`config.mk`:
```
export PLATFORM = sky130hd
export DESIGN_NAME = gppr_responder
export DESIGN_NICKNAME = d
export VERILOG_FILES = /design/src/gppr_pkg.sv /design/src/gppr_responder.sv /design/src/gppr_sync.sv
export SDC_FILE = /design/constraint.sdc
export NUM_CORES = 1
export LEC_CHECK = 0
export ABC_AREA = 0
export BUFFER_PORTS_ARGS = -buffer_cell sky130_fd_sc_hd__buf_4
export CORE_MARGIN = 5
export CORE_UTILIZATION = 33
export DETAILED_ROUTE_END_ITERATION = 8
export GPL_TIMING_DRIVEN = 0
export PLACE_DENSITY = 0.61
export SLEW_MARGIN = 20
export SYNTH_ARGS = -nofsm -noshare
export SYNTH_HDL_FRONTEND = slang
export SYNTH_HIERARCHICAL = 1
export SYNTH_SLANG_ARGS = --single-unit
export TNS_END_PERCENT = 50
```
`constraint.sdc`:
```
create_clock -name clock_i -period 2.7 [get_ports clock_i]
set_input_delay 0.54 -clock clock_i [delete_from_list [all_inputs] [get_ports clock_i]]
set_output_delay 0.54 -clock clock_i [all_outputs]
set_load 0.05 [all_outputs]
```
`src/gppr_pkg.sv`:
```
// Summary of operation
// - on idy a configured device answers on exactly one of eight poll lines
// - mode bits: 00 remote, 01 local, primary set means disabled
// - primary mode bit set: no parallel poll answer at all
// - remote mode: controller's enable command assigns the poll line
// - remote mode: sense latched with the line from that same command
// - status source select bit 4 picks poll flag or service request
// - line value is source inverted for sense 0, source for sense 1
// - command 0x01 sets the poll flag, 0x09 clears it
// - service request state true exactly while srq is being driven
// - local mode: sense bit and three-bit field pick line 1 to 8
// - local mode acts like an enable command 0x6n with n the field
// - four write-only registers share one offset, split by high bits
package gppr_pkg;

    // register indices, byte address is four times the index
    localparam logic [7:0] IDX_PORT   = 8'h0A;
    localparam logic [7:0] IDX_STATUS = 8'h0B;

    // high-bit patterns that steer a byte written to the shared port
    localparam logic [7:0] PPR_MASK   = 8'hE0;
    localparam logic [7:0] PPR_VAL    = 8'h60;
    localparam logic [7:0] STATUS_SOURCE_SELECT_CONFIG_MASK = 8'hE0;
    localparam logic [7:0] STATUS_SOURCE_SELECT_CONFIG_VAL  = 8'hA0;
    localparam logic [7:0] POLL_MODE_SECONDARY_CONFIG_MASK = 8'hF0;
    localparam logic [7:0] POLL_MODE_SECONDARY_CONFIG_VAL  = 8'hE0;
    localparam logic [7:0] CMD_MASK   = 8'hA0;
    localparam logic [7:0] CMD_VAL    = 8'h00;

    // enable command group seen from the controller
    localparam logic [7:0] PPE_MASK   = 8'hF0;
    localparam logic [7:0] PPE_VAL    = 8'h60;

    // field positions
    localparam int unsigned ISS_BIT   = 4;
    localparam int unsigned MODE2_BIT = 2;
    localparam int unsigned MODE1_BIT = 4;
    localparam int unsigned SENSE_BIT = 3;
    localparam int unsigned LINE_LSB  = 0;
    localparam int unsigned LINE_W    = 3;

    // auxiliary commands
    localparam logic [7:0] CMD_IST_SET = 8'h01;
    localparam logic [7:0] CMD_IST_CLR = 8'h09;

    // values after reset
    localparam logic [7:0] STATUS_SOURCE_SELECT_CONFIG_RST = 8'hA0;
    localparam logic [7:0] POLL_MODE_SECONDARY_CONFIG_RST = 8'hE0;
    localparam logic [7:0] AUXILIARY_COMMAND_PORT_RST = 8'h00;
    localparam logic [7:0] PPR_RST   = 8'h60;
    localparam logic       FLAG_RST  = 1'b0;

    typedef enum logic [1:0] {
        GPPR_REMOTE,
        GPPR_LOCAL,
        GPPR_DISABLED
    } gppr_mode_t;

    typedef enum logic [1:0] {
        PP_IDLE,
        PP_STANDBY,
        PP_ACTIVE
    } gppr_state_t;

    // decoded controller commands, one-cycle strobes on the system clock
    typedef struct packed {
        logic       ppe;
        logic       ppd;
        logic [7:0] cmd_byte;
    } gppr_ctl_t;

    // readback of the block's own state
    typedef struct packed {
        logic [LINE_W-1:0] line;
        logic              sense;
        gppr_mode_t        mode;
        logic              active;
        logic              configured;
        logic              ist;
        logic              srqs;
        logic              flag;
    } gppr_status_t;

endpackage

```
`src/gppr_responder.sv`:
```
// Added by the designer: the APB slave port.
`timescale 1ns/1ps
`default_nettype none
module gppr_responder
    import gppr_pkg::*;
#(
    parameter int unsigned ADDR_W = 12
) (
    input  wire logic              clock_i,
    input  wire logic              rst_n_i,
    input  wire logic              psel_i,
    input  wire logic              penable_i,
    input  wire logic              pwrite_i,
    input  wire logic [ADDR_W-1:0] paddr_i,
    input  wire logic [31:0]       pwdata_i,
    input  wire logic [3:0]        pstrb_i,
    output logic      [31:0]       prdata_o,
    output logic                   pready_o,
    output logic                   pslverr_o,
    input  wire logic              idy_i,
    input  wire logic              srqs_i,
    input  wire gppr_ctl_t         ctl_i,
    output logic      [7:0]        ppr_msg_o,
    output logic      [7:0]        ppr_oe_n_o
);

    localparam int unsigned NLINES = 1 << LINE_W;

    localparam logic [ADDR_W-1:0] ADDR_PORT =
        ADDR_W'({IDX_PORT, 2'b00});
    localparam logic [ADDR_W-1:0] ADDR_STATUS =
        ADDR_W'({IDX_STATUS, 2'b00});

    initial begin
        if (ADDR_W < 10) begin
            $error("gppr_responder: address too narrow for the map");
        end
        if (NLINES != 8) begin
            $error("gppr_responder: eight poll lines are assumed");
        end
    end

    // bus side
    logic              setup;
    logic              access;
    logic              hit_port;
    logic              hit_stat;
    logic              wr_port;
    logic [7:0]        wbyte;
    logic              is_ppr;
    logic              is_status_source_select_config;
    logic              is_poll_mode_secondary_config;
    logic              is_cmd;
    logic [31:0]       prdata_r;
    logic              pslverr_r;

    // configuration state
    logic              iss_r;
    logic              mode2_r;
    logic              mode1_r;
    logic              lsense_r;
    logic [LINE_W-1:0] lline_r;
    logic              flag_r;
    logic              rcfg_r;
    logic              rsense_r;
    logic [LINE_W-1:0] rline_r;

    // poll engine
    logic              idy_s;
    gppr_mode_t        mode;
    logic              cfg_on;
    logic              eff_sense;
    logic [LINE_W-1:0] eff_line;
    logic              ist;
    logic              msg_bit;
    logic              ppe_ok;
    gppr_state_t       state_r;
    gppr_state_t       state_nxt;
    logic [7:0]        onehot;
    logic [7:0]        ppr_msg_r;
    logic [7:0]        ppr_oe_n_r;
    gppr_status_t      status;

    // idy comes off the bus pins, so it is brought into our clock first
    gppr_sync #(
        .W (1)
    ) u_idy_sync (
        .clock_i (clock_i),
        .rst_n_i (rst_n_i),
        .async_i (idy_i),
        .sync_o  (idy_s)
    );

    // apb decode; one shared write port, one status word
    assign setup    = psel_i & ~penable_i;
    assign access   = psel_i & penable_i;
    assign hit_port = (paddr_i == ADDR_PORT);
    assign hit_stat = (paddr_i == ADDR_STATUS);
    assign wr_port  = access & pwrite_i & hit_port & pstrb_i[0];
    assign wbyte    = pwdata_i[7:0];

    // the top bits of the byte say which register it lands in
    assign is_ppr   = wr_port & ((wbyte & PPR_MASK) == PPR_VAL);
    assign is_status_source_select_config = wr_port & ((wbyte & STATUS_SOURCE_SELECT_CONFIG_MASK) == STATUS_SOURCE_SELECT_CONFIG_VAL);
    assign is_poll_mode_secondary_config = wr_port & ((wbyte & POLL_MODE_SECONDARY_CONFIG_MASK) == POLL_MODE_SECONDARY_CONFIG_VAL);
    assign is_cmd   = wr_port & ((wbyte & CMD_MASK) == CMD_VAL);

    // zero wait states: data is fetched in setup so it comes from a flop
    assign pready_o  = access;
    assign prdata_o  = prdata_r;
    assign pslverr_o = pslverr_r;

    always_ff @(posedge clock_i) begin
        if (!rst_n_i) begin
            prdata_r  <= 32'h0000_0000;
            pslverr_r <= 1'b0;
        end else if (setup) begin
            prdata_r  <= 32'h0000_0000;
            // port reads as zero, it is write-only; status is read-only
            pslverr_r <= ~(hit_port | (hit_stat & ~pwrite_i));
            if (hit_stat & ~pwrite_i) begin
                prdata_r <= 32'(status);
            end
        end
    end

    // status source select; other bits of this register belong elsewhere
    always_ff @(posedge clock_i) begin
        if (!rst_n_i) begin
            iss_r <= STATUS_SOURCE_SELECT_CONFIG_RST[ISS_BIT];
        end else if (is_status_source_select_config) begin
            iss_r <= wbyte[ISS_BIT];
        end
    end

    // secondary mode bit
    always_ff @(posedge clock_i) begin
        if (!rst_n_i) begin
            mode2_r <= POLL_MODE_SECONDARY_CONFIG_RST[MODE2_BIT];
        end else if (is_poll_mode_secondary_config) begin
            mode2_r <= wbyte[MODE2_BIT];
        end
    end

    // primary mode bit with local sense and line field
    always_ff @(posedge clock_i) begin
        if (!rst_n_i) begin
            mode1_r  <= PPR_RST[MODE1_BIT];
            lsense_r <= PPR_RST[SENSE_BIT];
            lline_r  <= PPR_RST[LINE_LSB +: LINE_W];
        end else if (is_ppr) begin
            mode1_r  <= wbyte[MODE1_BIT];
            lsense_r <= wbyte[SENSE_BIT];
            lline_r  <= wbyte[LINE_LSB +: LINE_W];
        end
    end

    // poll flag; only software touches it, so no set/clear race exists
    always_ff @(posedge clock_i) begin
        if (!rst_n_i) begin
            flag_r <= FLAG_RST;
        end else if (is_cmd && wbyte == CMD_IST_SET) begin
            flag_r <= 1'b1;
        end else if (is_cmd && wbyte == CMD_IST_CLR) begin
            flag_r <= 1'b0;
        end
    end

    // mode decode: primary bit wins over the secondary one
    always_comb begin
        if (mode1_r) begin
            mode = GPPR_DISABLED;
        end else if (mode2_r) begin
            mode = GPPR_LOCAL;
        end else begin
            mode = GPPR_REMOTE;
        end
    end

    // controller enable is only taken while in remote mode; a disable is taken in any mode
    assign ppe_ok = ctl_i.ppe & ~ctl_i.ppd & (mode == GPPR_REMOTE) &
                    ((ctl_i.cmd_byte & PPE_MASK) == PPE_VAL);

    // remote assignment; disable wins so a late disable is never lost
    always_ff @(posedge clock_i) begin
        if (!rst_n_i) begin
            rcfg_r   <= 1'b0;
            rsense_r <= 1'b0;
            rline_r  <= '0;
        end else if (ctl_i.ppd) begin
            rcfg_r   <= 1'b0;
        end else if (ppe_ok) begin
            rcfg_r   <= 1'b1;
            rsense_r <= ctl_i.cmd_byte[SENSE_BIT];
            rline_r  <= ctl_i.cmd_byte[LINE_LSB +: LINE_W];
        end
    end

    // effective configuration; local mode looks like a 0x6n enable
    always_comb begin
        cfg_on    = 1'b0;
        eff_sense = 1'b0;
        eff_line  = '0;
        unique case (mode)
            GPPR_REMOTE: begin
                cfg_on    = rcfg_r;
                eff_sense = rsense_r;
                eff_line  = rline_r;
            end
            GPPR_LOCAL: begin
                cfg_on    = 1'b1;
                eff_sense = lsense_r;
                eff_line  = lline_r;
            end
            GPPR_DISABLED: begin
                cfg_on    = 1'b0;
            end
            default: begin
                cfg_on    = 1'b0;
            end
        endcase
    end

    // srqs_i is high exactly while our srq driver pulls the line
    assign ist     = iss_r ? srqs_i : flag_r;
    assign msg_bit = ~(ist ^ eff_sense);
    assign onehot  = 8'(1 << eff_line);

    // poll state: idle unconfigured, standby configured, active in a poll
    always_comb begin
        state_nxt = PP_IDLE;
        unique case (state_r)
            PP_IDLE, PP_STANDBY, PP_ACTIVE: begin
                if (!cfg_on) begin
                    state_nxt = PP_IDLE;
                end else if (idy_s) begin
                    state_nxt = PP_ACTIVE;
                end else begin
                    state_nxt = PP_STANDBY;
                end
            end
            default: begin
                state_nxt = PP_IDLE;
            end
        endcase
    end

    always_ff @(posedge clock_i) begin
        if (!rst_n_i) begin
            state_r <= PP_IDLE;
        end else begin
            state_r <= state_nxt;
        end
    end

    // pin drivers follow the next state so they move with it in one edge
    always_ff @(posedge clock_i) begin
        if (!rst_n_i) begin
            ppr_msg_r  <= 8'h00;
            ppr_oe_n_r <= 8'hFF;
        end else if (state_nxt == PP_ACTIVE) begin
            ppr_msg_r  <= msg_bit ? onehot : 8'h00;
            ppr_oe_n_r <= ~onehot;
        end else begin
            ppr_msg_r  <= 8'h00;
            ppr_oe_n_r <= 8'hFF;
        end
    end

    assign ppr_msg_o  = ppr_msg_r;
    assign ppr_oe_n_o = ppr_oe_n_r;

    // readback picture of the engine
    assign status.line       = eff_line;
    assign status.sense      = eff_sense;
    assign status.mode       = mode;
    assign status.active     = (state_r == PP_ACTIVE);
    assign status.configured = cfg_on;
    assign status.ist        = ist;
    assign status.srqs       = srqs_i;
    assign status.flag       = flag_r;
endmodule
`default_nettype wire

```
`src/gppr_sync.sv`:
```
`timescale 1ns/1ps
`default_nettype none
module gppr_sync
    import gppr_pkg::*;
#(
    parameter int unsigned W = 1
) (
    input  wire logic         clock_i,
    input  wire logic         rst_n_i,
    input  wire logic [W-1:0] async_i,
    output logic      [W-1:0] sync_o
);

    logic [W-1:0] meta_r;
    logic [W-1:0] sync_r;

    initial begin
        if (W < 1) begin
            $error("gppr_sync: width must be at least one");
        end
    end

    // first stage feeds only the second stage
    always_ff @(posedge clock_i) begin
        if (!rst_n_i) begin
            meta_r <= '0;
            sync_r <= '0;
        end else begin
            meta_r <= async_i;
            sync_r <= meta_r;
        end
    end

    assign sync_o = sync_r;

endmodule
`default_nettype wire

```
======== After elaboration in Yosys (flattened, before gate mapping) ========
Index checks and enable logic that the tools add are counted.
cells by class
  div/mod/pow operators ................... 0
  $lt $le $gt $ge ......................... 0
  shift operators ......................... 1
  reduce and logical (&&, ||, !) cells .... 11
  mux-type cells .......................... 12
  multiply operators ...................... 0
  $add $sub $neg .......................... 0
  equality and inequality tests ........... 12
  bitwise logic cells ..................... 22
operator list
  operator             number
  $eq 12x6->1 const B  2
  $and 1x1->1          13
  $mux 11              1
  $eq 8x1->1 const B   1
  $eq 8x4->1 const B   1
  $logic_not 8->1      1
  $mux 2               4
  $not 8->8            1
  $shl 1x3->8 const A  1
  $not 1->1            6
  $pmux 3 s2           1
  $reduce_or 3->1      2
  $eq 2x1->1 const B   2
  $eq 2x2->1 const B   2
  $eq 4x3->1 const B   1
  $eq 4x4->1 const B   1
  $logic_not 2->1      2
  $mux 1               4
  $pmux 1 s2           2
  $reduce_and 2->1     2
  $eq 3x2->1 const B   1
  $eq 3x3->1 const B   1
  $logic_and 1x1->1    2
  $reduce_bool 2->1    1
  other kinds (3)      3
word-level totals
  bits in writable memories ............... 0
  memories kept ........................... 0
  register bits after elaboration ......... 66
  input port bits ......................... 65
  ROM bits ................................ 0
  output and inout bits ................... 50
  bits in latches ......................... 0
  logic and storage cells ................. 74

======== Logic depth before layout (Yosys ltp) ========
  word-level depth ........................ 9
  gate-level depth with buffers ........... 6
  depth with buffers taken out ............ 4

======== Hierarchy ========
Netlist, hierarchy kept.
by module, submodules not included
  module          sequential area each (um^2)  area each (um^2)  cells an instance  instances
  gppr_responder  860.8                        1804.2            186                1
  gppr_sync       40.0                         52.6              4                  1

======== Least setup slack after synthesis ========
No wires, ideal clock.
  path kind ............................... input -> register
  start ................................... input port pwdata_i[4]
  end ..................................... register flag_r
  library setup time ...................... 0.123 ns
  arrival ................................. 1.445 ns
  stages .................................. 4
  buffers on the path ..................... 0
  path slack .............................. 1.131 ns
  data required time ...................... 2.577 ns
  path through ............................ or4b_1 > nor3_2 > and4_2 > nor3_1
on the way
  longest elaborated chain between the ends .. 3
  elaborated cells between the ends (all ways) .. 6
  classes of those cells .................. eq/ne (2); mux (1); reduce/logical (3)
ends and longest elaborated chain
  element                                      RTL line                                      RTL
  from (decl)                                  gppr_responder.sv:15                          input wire logic [31:0] pwdata_i,
  $eq 8x1->1 or $eq 8x4->1 (tied branches)     gppr_responder.sv:162, gppr_responder.sv:164
  $logic_and 1x1->1, on equally long branches  gppr_responder.sv:162, gppr_responder.sv:164
  $mux 1 or $reduce_bool 2->1 (tied branches)  n/a
  to (signal assigned)                         gppr_responder.sv:161                         flag_r <= FLAG_RST;
  to (signal assigned)                         gppr_responder.sv:163                         flag_r <= 1'b1;
  to (signal assigned)                         gppr_responder.sv:165                         flag_r <= 1'b0;
  to (decl)                                    gppr_responder.sv:63                          logic flag_r;
Several ways; a longest one is shown, not always the timed one.
A chain may end at the register's enable or synchronous reset.

======== Worst setup path after layout ========
  start ................................... register mode2_r
  end ..................................... register ppr_msg_r[1], in the netlist ppr_msg_o[1]
on the way
  longest elaborated chain between the ends .. 9
  elaborated cells between the ends (all ways) .. 14
  classes of those cells .................. eq/ne (2); shift (1); mux (7); bitwise (2); reduce/logical (2)
ends and longest elaborated chain
  element                                        RTL line               RTL
  from (decl)                                    gppr_responder.sv:59   logic mode2_r;
  from (signal assigned)                         gppr_responder.sv:139  mode2_r <= POLL_MODE_SECONDARY_CONFIG_RST[MODE2_BIT];
  from (signal assigned)                         gppr_responder.sv:141  mode2_r <= wbyte[MODE2_BIT];
  $mux 1 *                                       gppr_responder.sv:173  end else if (mode2_r) begin
  $mux 2 *                                       gppr_responder.sv:171  if (mode1_r) begin
  $eq 2x1->1 or $logic_not 2->1 (tied branches)  gppr_responder.sv:204  unique case (mode)
  $pmux 1 s2                                     gppr_responder.sv:204
  $mux 2                                         gppr_responder.sv:234  if (!cfg_on) begin
  $mux 2                                         gppr_responder.sv:232  unique case (state_r)
  $eq 2x2->1                                     gppr_responder.sv:261  end else if (state_nxt == PP_ACTIVE) begin
  $not 1->1 (no source line)                     n/a
  $reduce_or 3->1 (no source line)               n/a
  to (signal assigned)                           gppr_responder.sv:262  ppr_msg_r <= msg_bit ? onehot : 8'h00;
  to (decl)                                      gppr_responder.sv:80   logic [7:0] ppr_msg_r;
Every way passes the cells marked *; elsewhere a longest branch is shown, timed or not.

==> flow_summary.ini <==
[sta]
slew_headroom_pct = 63.3
holdWs_ns = 0.409
rsz0062_at_grt = false
finalSetupTns_ns = 0
fin_ws_ns = 1.17
finClkSkew_ns = 0.00863
drv_slew = 0
hold_viol_final = 0
worst_pin_slew_ns = 0.546
setup_viol = 0
min_period_ns = 1.53
fmax_mhz = 652
min_period_over_period_pct = 56.8

[layout]
n_antenna_cell = 0
fin_util_pct = 47.5
register_area_um2 = 901
nets = 348
multi_input_area_um2 = 816
nFillCells = 567
area_delta_synth_final_pct = 40.0
drive_above_1_share_pct = 38.0

[power]
cellInternalPower_uw = 912
p_leak_uw = 0.00128
p_sw_uw = 318
swShare_pct = 25.9
p_per_area_nw_per_um2 = 473
max-vdd-ir-drop_mv = 0.179
p_comb_share_pct = 13.8
pwr-share-seq_pct = 54.2
power.total_uw = 1230
clockPowerShare_pct = 32.0

[grt]
grt_usage_pct = 12.0
grt_pass1_vias = 1536
grt_pass1_wl_um = 7020
antenna_found_initial = 0
grt_start_max_net_pins = 14
overflow = 0

[detailed_routing]
wl_per_cell_um = 11.9
drtAntennaViolNets = 0
first_pass_iters = 4
drt-total-wl_um = 4240
drc_errors = 0
num_vias = 1542
viasPerCell = 4.33
detailedRoute.firstIterationViolations = 62

[clocking]
ctsHoldBuffers = 0
htree_levels = 2
path_clk_slew_ns = 0.08
clock_latency_ns = 0.30
post_cts_buffers = 0
cts_tree = built
cts_buffers = 5
cts_resized = 0
clockRootBuffer = clkbuf_8
cts.sinks = 45
clockBufferDepth = 2

[setup_path]
critPathArrivalTime_ns = 1.68
crit_type = reg -> reg
reg2regPathDepth = 5
cp.required_ns = 2.85
r2r-start = mode2_r
r2r_setup_slack_ns = 1.17
cp_max_fo = 8
timing.rr.end = ppr_msg_o[1]
startpoint_type = flop
cp-end-kind = flop

[logic_synthesis]
seq_area_frac_synth_pct = 48.5
synth_top_area_cell = dfxtp_1
ys_warn_count = 6
syn_inst = 190
yosys_register_bits = 45
synth.area.top_cells = dfxtp_1 (49%), buf_4 (8.9%), mux2i_1 (8.6%)
synth.distinct_cells = 39
avgSynthCellArea_um2 = 9.77
synth.top_cell.area_share_pct = 48.5
syn_area_um2 = 1860

[die]
rows = 27
fp.dieH_um = 85.0
core_um2 = 5470
start_util_pct = 33.9
io_pins = 115
die_x_um = 85.0
dieArea_um2 = 7230

[min_path]
hold_start = ctl_i[8]
hold_path.class = in -> reg
min_to = rcfg_r
min_path_cells = 2

[job]
drv_cap = 0

[status]
status = completed

[placed_design]
portBuffers = 66
globalplace.congestion = 0.743
hpwl_um = 3470
place_ws_ns = 0.914
## through the flow
stage               instance area [um2]  std cells
floorplan                          1930        210
global placement                   2520        348
detailed placement                 2520        348
CTS                                2600        356
global route                       2600        356
finish                             2600        356
## registers in the layout, indices dropped and copies added, names as in the netlist, 2 cells and up
| name | count |
|---|---|
| prdata_o | 11 |
| ppr_msg_o | 8 |
| ppr_oe_n_o | 8 |
| lline_r | 3 |
| rline_r | 3 |
| state_r | 2 |
## power by group through the flow
stage	Sequential, uW	Clock, uW	Combinational, uW
global placement	683	0	168
finish	667	394	170
CTS	667	410	169
detailed placement	683	0	169
floorplan	686	0	111
global route	668	436	183
## critical path, cell delays in order, from the launching register on
cell and delay [ns]:
dfxtp_1 0.32, buf_4 0.17, mux2i_1 0.22, nor2_1 0.09
xnor2_1 0.46, nor3b_1 0.13
## how the worst max path moves through the flow
stage | startpoint | end | slack (ns) | cells after the start
6_report | mode2_r | ppr_msg_o[1] | 1.17 | 5
5_1_grt | mode1_r | rline_r[0] | 0.97 | 5
4_1_cts | mode2_r | ppr_msg_o[1] | 1.15 | 5
3_5_place_dp | paddr_i[4] | prdata_o[5] | 0.91 | 7
3_3_place_gp | paddr_i[4] | prdata_o[5] | 0.92 | 7
2_1_floorplan | pwdata_i[4] | flag_r | 1.13 | 4
## logic make-up after synthesis
group,Yosys count,synth area share [%]
DFF,45,48.5
buffers and inverters,31,11.6
AOI/OAI and AO/OA,17,7.55
and+or+nand+nor,79,23.0
muxes,16,8.63
other,1,0.202
xor gates and xnor gates,1,0.472
## Yosys cell counts
master	number
nand4_2	1
buf_6	2
and2b_1	1
mux2i_1	16
and2_1	4
a21boi_0	1
buf_2	1
nor3_2	1
a22o_1	9
a32o_1	1
and3_1	1
and3_2	1
or4b_1	1
nand3_1	1
nor4b_1	1
nor3_1	8
nor4bb_1	2
a31oi_1	2
and3b_1	1
and2b_2	1
a32o_2	1
nor3b_1	6
conb_1	1
nor2_1	14
nand2_1	28
o21ai_0	1
xnor2_1	1
clkbuf_1	2
buf_4	22
and4_2	1
or2_2	2
nor4_1	1
inv_1	4
dfxtp_1	45
a21oi_1	1
o21ba_2	1
nand4_1	1
nand4b_1	1
and3_4	1
## layout make-up
type	count	area share, %
Sequential cell	45	34.6
Multi-Input combinational cell	134	31.4
Timing Repair Buffer	66	19.1
Buffer	27	7.70
Tap cell	72	3.46
Clock buffer	6	2.79
Inverter	4	0.577
Clock inverter	2	0.385
## layout by cell type (no fill, tap or decap), types with 2 or more instances in the layout
cell type,count
buf_4,88
dfxtp_1,45
nand2_1,28
conb_1,21
mux2i_1,16
nor2_1,14
a22o_1,9
nor3_1,8
nor3b_1,6
clkbuf_8,5
and2_1,4
inv_1,4
clkbuf_1,3
nor4bb_1,2
buf_6,2
a31oi_1,2
or2_2,2
clkinv_2,2
## layer usage
layer / wire (um) / track usage (%) / up-vias
li1: - / - / 793
met1: 1790 / 14.9 / 680
met2: 1960 / 18.9 / 64
met3: 424 / 4.27 / 5
met4: 58 / 5.18 / 0
met5: 0 / 0 / -
(Power assumes the default switching activity.)
